`src/pkg/pwen_pkg.sv`:
```
// constants and types of the port-write error notifier
package pwen_pkg;
	localparam int CLK_MHZ = 100;
	localparam int TICK_NS = 1000;
	localparam int TICK_CYC = (TICK_NS * CLK_MHZ + 999) / 1000;
	localparam int MAX_PKT_BYTES = 276;
	localparam int LEN_W = 12;
	localparam int CNT_W = 24;
	localparam logic [7:0] OFF_ERRDET = 8'h00;
	localparam logic [7:0] OFF_EVEN = 8'h04;
	localparam logic [7:0] OFF_CAPT = 8'h08;
	localparam logic [7:0] OFF_CTRL = 8'h0C;
	localparam logic [7:0] OFF_TARGET = 8'h10;
	localparam logic [7:0] OFF_LTCTL = 8'h14;
	localparam logic [7:0] OFF_DISC = 8'h18;
	localparam logic [7:0] OFF_STAT = 8'h1C;
	localparam logic [7:0] OFF_INTSTAT = 8'h20;
	localparam logic [7:0] OFF_TAG = 8'h24;
	localparam int ERR_N = 6;
	localparam int EV_N = 7;
	localparam int B_OVERSIZE = 0;
	localparam int B_BADLR = 1;
	localparam int B_PROT = 2;
	localparam int B_DELIN = 3;
	localparam int B_UNSOL = 4;
	localparam int B_TMO = 5;
	localparam int B_LINKINIT = 6;
	localparam int C_IRQEN = 0;
	localparam int C_PWDIS = 1;
	localparam int C_LARGE = 2;
	localparam int S_PEND = 0;
	localparam int S_CAPV = 1;
	localparam int PAY_LINKINIT = 13;
	localparam int TIMER_W = 4;
	localparam logic [31:0] CTRL_RST = 32'h0000_0000;
	localparam logic [EV_N-1:0] EVEN_RST = 7'h00;
	localparam logic [15:0] SRC_SMALL = 16'h00FF;
	localparam logic [15:0] SRC_LARGE = 16'hFFFF;
	localparam logic [7:0] HOP_ALL = 8'hFF;
	localparam logic [1:0] PRIO_PW = 2'h0;
	localparam logic [1:0] TT_SMALL = 2'h0;
	localparam logic [1:0] TT_LARGE = 2'h1;
	localparam logic [3:0] FTYPE_MAINT = 4'h8;
	localparam logic [3:0] TTYPE_PW = 4'h4;
	localparam logic [2:0] PKT_WORDS = 3'h6;
	typedef struct packed {
		logic [31:0] data;
		logic last;
	} pwen_word_s;
	typedef enum logic [0:0] {ST_IDLE, ST_SEND} pwen_state_e;
endpackage

```
`src/hdl/pwen_notifier.sv`:
```
// per-port error detect and port-write notification block
//
// The implementer's own choices: the register offsets and the APB slave port.
`timescale 1ns/100ps
`default_nettype none
// Summary of operation
// - oversize received packet sets flag, captures
// - link-response with idle ackID sets flag
// - unexpected packet/symbol sets protocol flag, captures
// - bad code-group sets delineation flag only
// - unsolicited acknowledge sets flag, captures
// - missing acknowledge in interval flags timeout
// - port interrupt enable gates interrupt and event-triggered sends, not timer resends
// - port-write on after reset, disable stops
// - all port-write events disabled after reset
// - enabled event sends port-write to target
// - disabled event sends no port-write
// - repeat events send despite set status
// - no extra send while one waits
// - resend while pending per timer field
// - one destination ID for all sources
// - source ID all ones per transport size
// - hop count set to 0xFF
// - sixteen byte payload with tag, errors
// - port-writes sent at priority zero
// - pending set on send, clear needs timer 0
module pwen_notifier #(
	parameter int TICK = pwen_pkg::TICK_CYC,
	parameter logic [7:0] PORT_NUM = 8'h00
) (
	input wire logic clk_sys,
	input wire logic rst_n,
	input wire logic psel,
	input wire logic penable,
	input wire logic pwrite,
	input wire logic [7:0] paddr,
	input wire logic [31:0] pwdata,
	output logic [31:0] prdata,
	output logic pready,
	output logic pslverr,
	input wire logic rxPktEnd,
	input wire logic [pwen_pkg::LEN_W-1:0] rxPktLen,
	input wire logic linkRespValid,
	input wire logic [4:0] linkRespAckId,
	input wire logic [31:0] outstandingAckIds,
	input wire logic unexpectedRx,
	input wire logic badCodeGroup,
	input wire logic unsolicitedAck,
	input wire logic ackAwaited,
	input wire logic ackReceived,
	input wire logic linkInitDone,
	input wire logic [31:0] captureInfo,
	output logic globalInterruptReq,
	output logic pktValid,
	output pwen_pkg::pwen_word_s pktOut,
	input wire logic pktReady
);
	import pwen_pkg::*;

	generate
		if (TICK < 1 || TICK > 65536) begin : g_chk
			$error("TICK must be 1 to 65536 cycles");
		end
	endgenerate

	logic [ERR_N-1:0] errDet_reg, errDet_next;
	logic [EV_N-1:0] evEn_reg;
	logic [31:0] capt_reg;
	logic capValid_reg;
	logic [2:0] ctrl_reg;
	logic [15:0] target_reg;
	logic [CNT_W-1:0] ltCtl_reg;
	logic [TIMER_W-1:0] pwTimer_reg;
	logic pending_reg;
	logic linkInit_reg;
	logic [31:0] tag_reg;
	logic [31:0] rdata_reg;
	logic wrEn, apbSetup, mapped;
	logic [EV_N-1:0] ev;
	logic trigger, resendDue, sendReq_reg;
	logic [CNT_W-1:0] ltCnt_reg;
	logic [15:0] tickCnt_reg;
	logic tick;
	logic [TIMER_W-1:0] rsCnt_reg;
	pwen_state_e state_reg;
	logic [2:0] idx_reg;
	logic [31:0] snap_reg [0:3];
	logic [15:0] srcId;
	logic [1:0] tt;

	function automatic logic isMapped(input logic [7:0] a);
		isMapped = a == OFF_ERRDET || a == OFF_EVEN || a == OFF_CAPT
			|| a == OFF_CTRL || a == OFF_TARGET || a == OFF_LTCTL
			|| a == OFF_DISC || a == OFF_STAT || a == OFF_INTSTAT
			|| a == OFF_TAG;
	endfunction

	// apb slave, zero wait states
	assign mapped = isMapped(paddr);
	assign pready = 1'b1;
	assign pslverr = psel && penable && !mapped;
	assign apbSetup = psel && !penable;
	assign wrEn = psel && penable && pwrite && mapped;
	assign prdata = rdata_reg;

	always_ff @(posedge clk_sys) begin
		if (!rst_n) begin
			rdata_reg <= 32'h0000_0000;
		end else if (apbSetup && !pwrite) begin
			unique case (paddr)
				OFF_ERRDET: rdata_reg <= 32'(errDet_reg);
				OFF_EVEN: rdata_reg <= 32'(evEn_reg);
				OFF_CAPT: rdata_reg <= capt_reg;
				OFF_CTRL: rdata_reg <= 32'(ctrl_reg);
				OFF_TARGET: rdata_reg <= 32'(target_reg);
				OFF_LTCTL: rdata_reg <= 32'(ltCtl_reg);
				OFF_DISC: rdata_reg <= 32'(pwTimer_reg);
				OFF_STAT: rdata_reg <= 32'({capValid_reg, pending_reg});
				OFF_INTSTAT: rdata_reg <= 32'(linkInit_reg);
				OFF_TAG: rdata_reg <= tag_reg;
				default: rdata_reg <= 32'h0000_0000;
			endcase
		end
	end

	// control registers
	always_ff @(posedge clk_sys) begin
		if (!rst_n) begin
			evEn_reg <= EVEN_RST;
			ctrl_reg <= CTRL_RST[2:0];
			target_reg <= 16'h0000;
			ltCtl_reg <= '0;
			pwTimer_reg <= '0;
			tag_reg <= 32'h0000_0000;
		end else if (wrEn) begin
			unique case (paddr)
				OFF_EVEN: evEn_reg <= pwdata[EV_N-1:0];
				OFF_CTRL: ctrl_reg <= pwdata[2:0];
				OFF_TARGET: target_reg <= pwdata[15:0];
				OFF_LTCTL: ltCtl_reg <= pwdata[CNT_W-1:0];
				OFF_DISC: pwTimer_reg <= pwdata[TIMER_W-1:0];
				OFF_TAG: tag_reg <= pwdata;
				default: ;
			endcase
		end
	end

	// link time-out counter
	always_ff @(posedge clk_sys) begin
		if (!rst_n || ackReceived || !ackAwaited || ev[B_TMO]) begin
			ltCnt_reg <= '0;
		end else if (ltCtl_reg != '0) begin
			ltCnt_reg <= ltCnt_reg + 1'b1;
		end
	end

	// error events
	always_comb begin
		ev = '0;
		ev[B_OVERSIZE] = rxPktEnd && rxPktLen > LEN_W'(MAX_PKT_BYTES);
		ev[B_BADLR] = linkRespValid && !outstandingAckIds[linkRespAckId];
		ev[B_PROT] = unexpectedRx;
		ev[B_DELIN] = badCodeGroup;
		ev[B_UNSOL] = unsolicitedAck;
		ev[B_TMO] = ackAwaited && !ackReceived && ltCtl_reg != '0
			&& ltCnt_reg >= ltCtl_reg - 1'b1;
		ev[B_LINKINIT] = linkInitDone;
	end

	// sticky flags, set beats write-one-clear
	always_comb begin
		errDet_next = errDet_reg;
		if (wrEn && paddr == OFF_ERRDET) begin
			errDet_next = errDet_next & ~pwdata[ERR_N-1:0];
		end
		errDet_next = errDet_next | ev[ERR_N-1:0];
	end

	always_ff @(posedge clk_sys) begin
		if (!rst_n) begin
			errDet_reg <= '0;
		end else begin
			errDet_reg <= errDet_next;
		end
	end

	always_ff @(posedge clk_sys) begin
		if (!rst_n) begin
			linkInit_reg <= 1'b0;
		end else if (ev[B_LINKINIT]) begin
			linkInit_reg <= 1'b1;
		end else if (wrEn && paddr == OFF_INTSTAT && pwdata[0]) begin
			linkInit_reg <= 1'b0;
		end
	end

	// capture, first capturable error holds until flags cleared
	always_ff @(posedge clk_sys) begin
		if (!rst_n) begin
			capt_reg <= 32'h0000_0000;
			capValid_reg <= 1'b0;
		end else if (!capValid_reg && (ev[B_OVERSIZE] || ev[B_PROT] || ev[B_UNSOL])) begin
			capt_reg <= captureInfo;
			capValid_reg <= 1'b1;
		end else if (errDet_next == '0) begin
			capValid_reg <= 1'b0;
		end
	end

	// interrupt propagation and triggers
	assign globalInterruptReq = ctrl_reg[C_IRQEN]
		&& |({linkInit_reg, errDet_reg} & evEn_reg);
	assign trigger = ctrl_reg[C_IRQEN] && !ctrl_reg[C_PWDIS]
		&& |(ev & evEn_reg);

	// resend tick divider and timer
	always_ff @(posedge clk_sys) begin
		if (!rst_n || tick) begin
			tickCnt_reg <= '0;
		end else begin
			tickCnt_reg <= tickCnt_reg + 1'b1;
		end
	end
	assign tick = tickCnt_reg == 16'(TICK - 1);

	always_ff @(posedge clk_sys) begin
		if (!rst_n) begin
			rsCnt_reg <= '0;
		end else if (state_reg == ST_SEND || !pending_reg) begin
			rsCnt_reg <= '0;
		end else if (tick && !resendDue) begin
			rsCnt_reg <= rsCnt_reg + 1'b1;
		end
	end
	assign resendDue = pending_reg && pwTimer_reg != '0
		&& rsCnt_reg >= pwTimer_reg && state_reg == ST_IDLE;

	// request, one outstanding at most
	always_ff @(posedge clk_sys) begin
		if (!rst_n) begin
			sendReq_reg <= 1'b0;
		end else if (state_reg == ST_IDLE && sendReq_reg) begin
			sendReq_reg <= 1'b0;
		end else if ((trigger || resendDue) && !ctrl_reg[C_PWDIS]) begin
			sendReq_reg <= 1'b1;
		end
	end

	// pending flag, clear only with timer zero
	always_ff @(posedge clk_sys) begin
		if (!rst_n) begin
			pending_reg <= 1'b0;
		end else if (state_reg == ST_IDLE && sendReq_reg) begin
			pending_reg <= 1'b1;
		end else if (wrEn && paddr == OFF_STAT && pwdata[S_PEND] && pwTimer_reg == '0) begin
			pending_reg <= 1'b0;
		end
	end

	// packet header fields
	assign tt = ctrl_reg[C_LARGE] ? TT_LARGE : TT_SMALL;
	assign srcId = ctrl_reg[C_LARGE] ? SRC_LARGE : SRC_SMALL;

	// sender
	always_ff @(posedge clk_sys) begin
		if (!rst_n) begin
			state_reg <= ST_IDLE;
			idx_reg <= 3'h0;
		end else begin
			unique case (state_reg)
				ST_IDLE: begin
					idx_reg <= 3'h0;
					if (sendReq_reg) begin
						state_reg <= ST_SEND;
					end
				end
				ST_SEND: begin
					if (pktReady) begin
						idx_reg <= idx_reg + 1'b1;
						if (idx_reg == PKT_WORDS - 1'b1) begin
							state_reg <= ST_IDLE;
						end
					end
				end
			endcase
		end
	end

	// payload snapshot at send start
	always_ff @(posedge clk_sys) begin
		if (!rst_n) begin
			for (int i = 0; i < 4; i++) begin
				snap_reg[i] <= 32'h0000_0000;
			end
		end else if (state_reg == ST_IDLE && sendReq_reg) begin
			snap_reg[0] <= tag_reg;
			snap_reg[1] <= 32'(errDet_reg);
			snap_reg[2] <= 32'(linkInit_reg) << PAY_LINKINIT;
			snap_reg[3] <= {PORT_NUM, 24'h00_0000};
		end
	end

	// output word register
	always_ff @(posedge clk_sys) begin
		if (!rst_n) begin
			pktOut <= '0;
		end else begin
			unique case (state_reg == ST_IDLE ? 3'h0 : (pktReady ? idx_reg + 1'b1 : idx_reg))
				3'h0: pktOut <= '{{PRIO_PW, tt, FTYPE_MAINT, 8'h00, target_reg}, 1'b0};
				3'h1: pktOut <= '{{srcId, TTYPE_PW, 4'h0, HOP_ALL}, 1'b0};
				3'h2: pktOut <= '{snap_reg[0], 1'b0};
				3'h3: pktOut <= '{snap_reg[1], 1'b0};
				3'h4: pktOut <= '{snap_reg[2], 1'b0};
				3'h5: pktOut <= '{snap_reg[3], 1'b1};
				default: pktOut <= '0;
			endcase
		end
	end
	assign pktValid = state_reg == ST_SEND;
endmodule
`default_nettype wire

```
`config.mk`:
```
export PLATFORM = sky130hd
export DESIGN_NAME = pwen_notifier
export DESIGN_NICKNAME = d
export VERILOG_FILES = /design/src/pkg/pwen_pkg.sv /design/src/hdl/pwen_notifier.sv
export SDC_FILE = /design/constraint.sdc
export NUM_CORES = 1
export LEC_CHECK = 0
export BUFFER_PORTS_ARGS = -buffer_cell sky130_fd_sc_hd__buf_2
export CORE_MARGIN = 4
export CORE_UTILIZATION = 61
export CTS_BUF_LIST = sky130_fd_sc_hd__clkbuf_16
export DETAILED_ROUTE_END_ITERATION = 10
export PLACE_DENSITY = 0.85
export SKIP_LAST_GASP = 1
export SLEW_MARGIN = 15
export SYNTH_ARGS = -nofsm -noshare
export SYNTH_HDL_FRONTEND = slang
export SYNTH_SLANG_ARGS = --single-unit
```
`constraint.sdc`:
```
create_clock -name clk_sys -period 10 [get_ports clk_sys]
set_clock_uncertainty 0.05 [all_clocks]
set_input_delay 0.5 -clock clk_sys [delete_from_list [all_inputs] [get_ports clk_sys]]
set_output_delay 0.5 -clock clk_sys [all_outputs]
set_load 0.01 [all_outputs]
```
==> impl_metrics.yaml <==
yosys:
  netlist_area_sq_um: 12500
  yosys.area.top_type: "dfxtp_1"
  synth_top_area_share_pct: 38.6
  synthFlopType: "dfxtp_1"
  synth_enable_flop_cells: 39
  syn_nets: 1550
  yosys_warnings: 0
  ys_ff_latch: 280
  avgSynthCellArea_sq_um: 9.05
  yosysSeqAreaShare_pct: 48.0
  netlist_instances: 1381
  post_synth_num_cell_types: 62
  ys_async_sr_fraction_pct: 0
  ys_top_cells_by_area: "dfxtp_1 (39%), edfxtp_1 (9.4%), nand2_1 (6.8%)"
floorplan:
  std_cell_rows: 52
  ios: 204
  initial_utilization_pct: 62.0
  die_width_um: 151
  die_area_sq_um: 22800
  dieHeight_um: 151
  core_area_sq_um: 20200
sta:
  finalSetupTns_ns: 0
  max_freq_ghz: 0.250
  rsz0062_at_grt: "false"
  slew_headroom_pct: 23.3
  finalHoldViolCount: 0
  timing.final.crit_share_pct: 39.9
  maxSlewViolCount: 0
  whs_ns: 0.141
  fin_crit_ns: 3.99
  worstMarginPinSlew_ns: 1.15
  setup_viol: 0
setup_path:
  cp_common_cell: "nor3_1"
  crit_chain: "or4_1 > nor3_1 > nand2_1 > nor3b_1 > xnor2_1 > ha_1 > nand4_1 > nor3_1 > o211ai_1 > o2111ai_1 > a31o_4 > nor2_1"
  worstSetupEndpointType: "register"
  crit_type: "reg2reg"
  required_ns: 10.38
  slowest_delay_ns: 0.69
  crit_slowest_cell: "or4_1"
  cp_top_family: "simple AND/OR/NAND/NOR gates"
  path_buf_inv: 0
  critPathLaunchType: "register"
  arrival_ns: 4.37
  critPathMaxFanout: 24
grt:
  grt_usage_pct: 30.2
  grt_overflow_total: 0
  grt_max_degree: 99
  grt_pass1_wl_mm: 55.0
  antenna_found_initial: 0
  grt_pass1_vias: 10400
cells_and_area:
  fill_cells: 1441
  multiInputGateArea_sq_um: 6090
  final_area_sq_um: 14600
  drive_above_1_share_pct: 18.3
  largest_reg_flops: 39
  seqCellArea_sq_um: 6000
  instances_no_fill: 1825
  syn2layout_area_growth_pct: 16.7
  nets: 1700
detailed_routing:
  vias: 11100
  post_drt_wl_per_cell_um: 19.3
  antenna_left: 0
  drc: 0
  drt-total-wl_mm: 35.2
  drtIter0Drc: 1316
  vias_per_cell: 6.07
  firstDrtPassIters: 8
placed_design:
  gp_congestion: 0.952
  dpl_cell_area_sq_um: 13500
  io_buffer_count: 202
  place.detailed.hpwl_mm: 24.9
  placedCellCount: 1770
power:
  power_uw: 2430
  p_leak_uw: 0.00590
  ir_drop_mv: 0.131
  power_density_nw_per_um2: 167
clock_tree:
  cts.sinks: 280
  cts_tree: "yes"
  cts.clk_slew.worst_paths_ns: 0.06
  cts_inserted_buffers: 28
  cts_resized: 0
  root_buffer: "clkbuf_16"
  post_cts_buffers: 0
  cts_max_path_buffers: 3
  clk_latency_ns: 0.55
  cts.htree.levels: 1
  cts_hold_buf: 0
hold_path:
  hold_path_class: "in2reg"
job:
  drv_cap: 0
status:
  status: "completed"
==> metal layers <==
metal | track usage, % | wire (um)
met5 | 0 | 0
met4 | 7.98 | 965
met3 | 5.98 | 3800
met2 | 48.9 | 16400
met1 | 41.8 | 14100
==> area by class of cell <==
type,instances,area share [%]
Multi-Input combinational cell,994,41.8
Antenna cell,2,0.0343
Sequential cell,280,41.1
Inverter,17,0.455
Clock inverter,24,2.06
Timing Repair Buffer,210,7.48
Tap cell,270,2.32
Clock buffer,28,4.80
==> placed cells by master (no fill, tap or decap), drive strengths merged, types with 4 or more instances in the layout <==
cell and instances:
inv 20, xnor2 25, edfxtp 39, buf 210, o21a 6, dfxtp 241, nand3 20, nor2b 7
a22oi 26, nor3 16, nor4 12, nand2 226, bufinv 7, a21oi 126, a22o 10, nor2 160
clkinv 14, a21o 11, mux2i 48, or4 5, a31oi 8, clkbuf 28, and2 53, a222oi 23
a211oi 10, and4 7, nand4 26, nor4b 5, a221oi 7, o21ai 23, ha 34, o22ai 7
and3 17, xor2 36, nand2b 4, mux4 10
==> through the flow <==
stage          setup slack [ns]  util, %
6_report                   6.01     72.3
5_1_grt                    5.70     72.3
4_1_cts                    6.09     72.1
3_5_place_dp               6.13     67.2
3_3_place_gp               6.30     67.2
2_1_floorplan              6.07        -
==> cells in the mapped netlist (all sizes together), types with 11 or more instances <==
cell,count
nor4,12
a222oi,23
dfxtp,241
nor2,160
inv,17
mux2i,48
and3,17
a22oi,26
nor3,16
buf,23
o21ai,23
xnor2,25
a21oi,126
nand3,20
nand4,26
ha,34
xor2,36
and2,53
edfxtp,39
a21o,11
clkbuf,67
nand2,226
==> worst min-delay path: cells and delay by family <==
kind / cells / cell delay (ns)
muxes: 1 / 0.06
buffers and inverters: 1 / 0.07
and+or+nand+nor: 1 / 0.07
==> cell families (layout without fill, tap and decap cells) <==
family | Yosys count | in the layout | share of synthesized area (%)
adders and majority gates | 34 | 34 | 3.40
AOI/OAI and AO/OA | 272 | 272 | 14.1
and+or+nand+nor | 568 | 568 | 21.0
muxes | 58 | 58 | 5.64
other | 1 | 3 | 0.0300
DFF | 280 | 280 | 48.0
buffers and inverters | 107 | 279 | 3.59
xor gates and xnor gates | 61 | 61 | 4.27
==> final timing paths <==
| kind | start | to | slack [ns] | cells after the start |
|---|---|---|---|---|
| hold reg to reg | prdata[10] | prdata[10] | 0.40 | 2 |
| setup reg to reg | ltCtl_reg[7] | ltCnt_reg[6] | 6.01 | 12 |
| hold / removal | captureInfo[14] | capt_reg[14] | 0.14 | 3 |
| setup / recovery | ltCtl_reg[7] | ltCnt_reg[6] | 6.01 | 12 |
==> power by group <==
part / total [uW] / internal [uW] / switching (uW)
Combinational: 121 / 52.2 / 68.3
Clock: 1130 / 691 / 442
Sequential: 1180 / 1160 / 13.9
No activity file was read; power rests on OpenSTA's default activity.
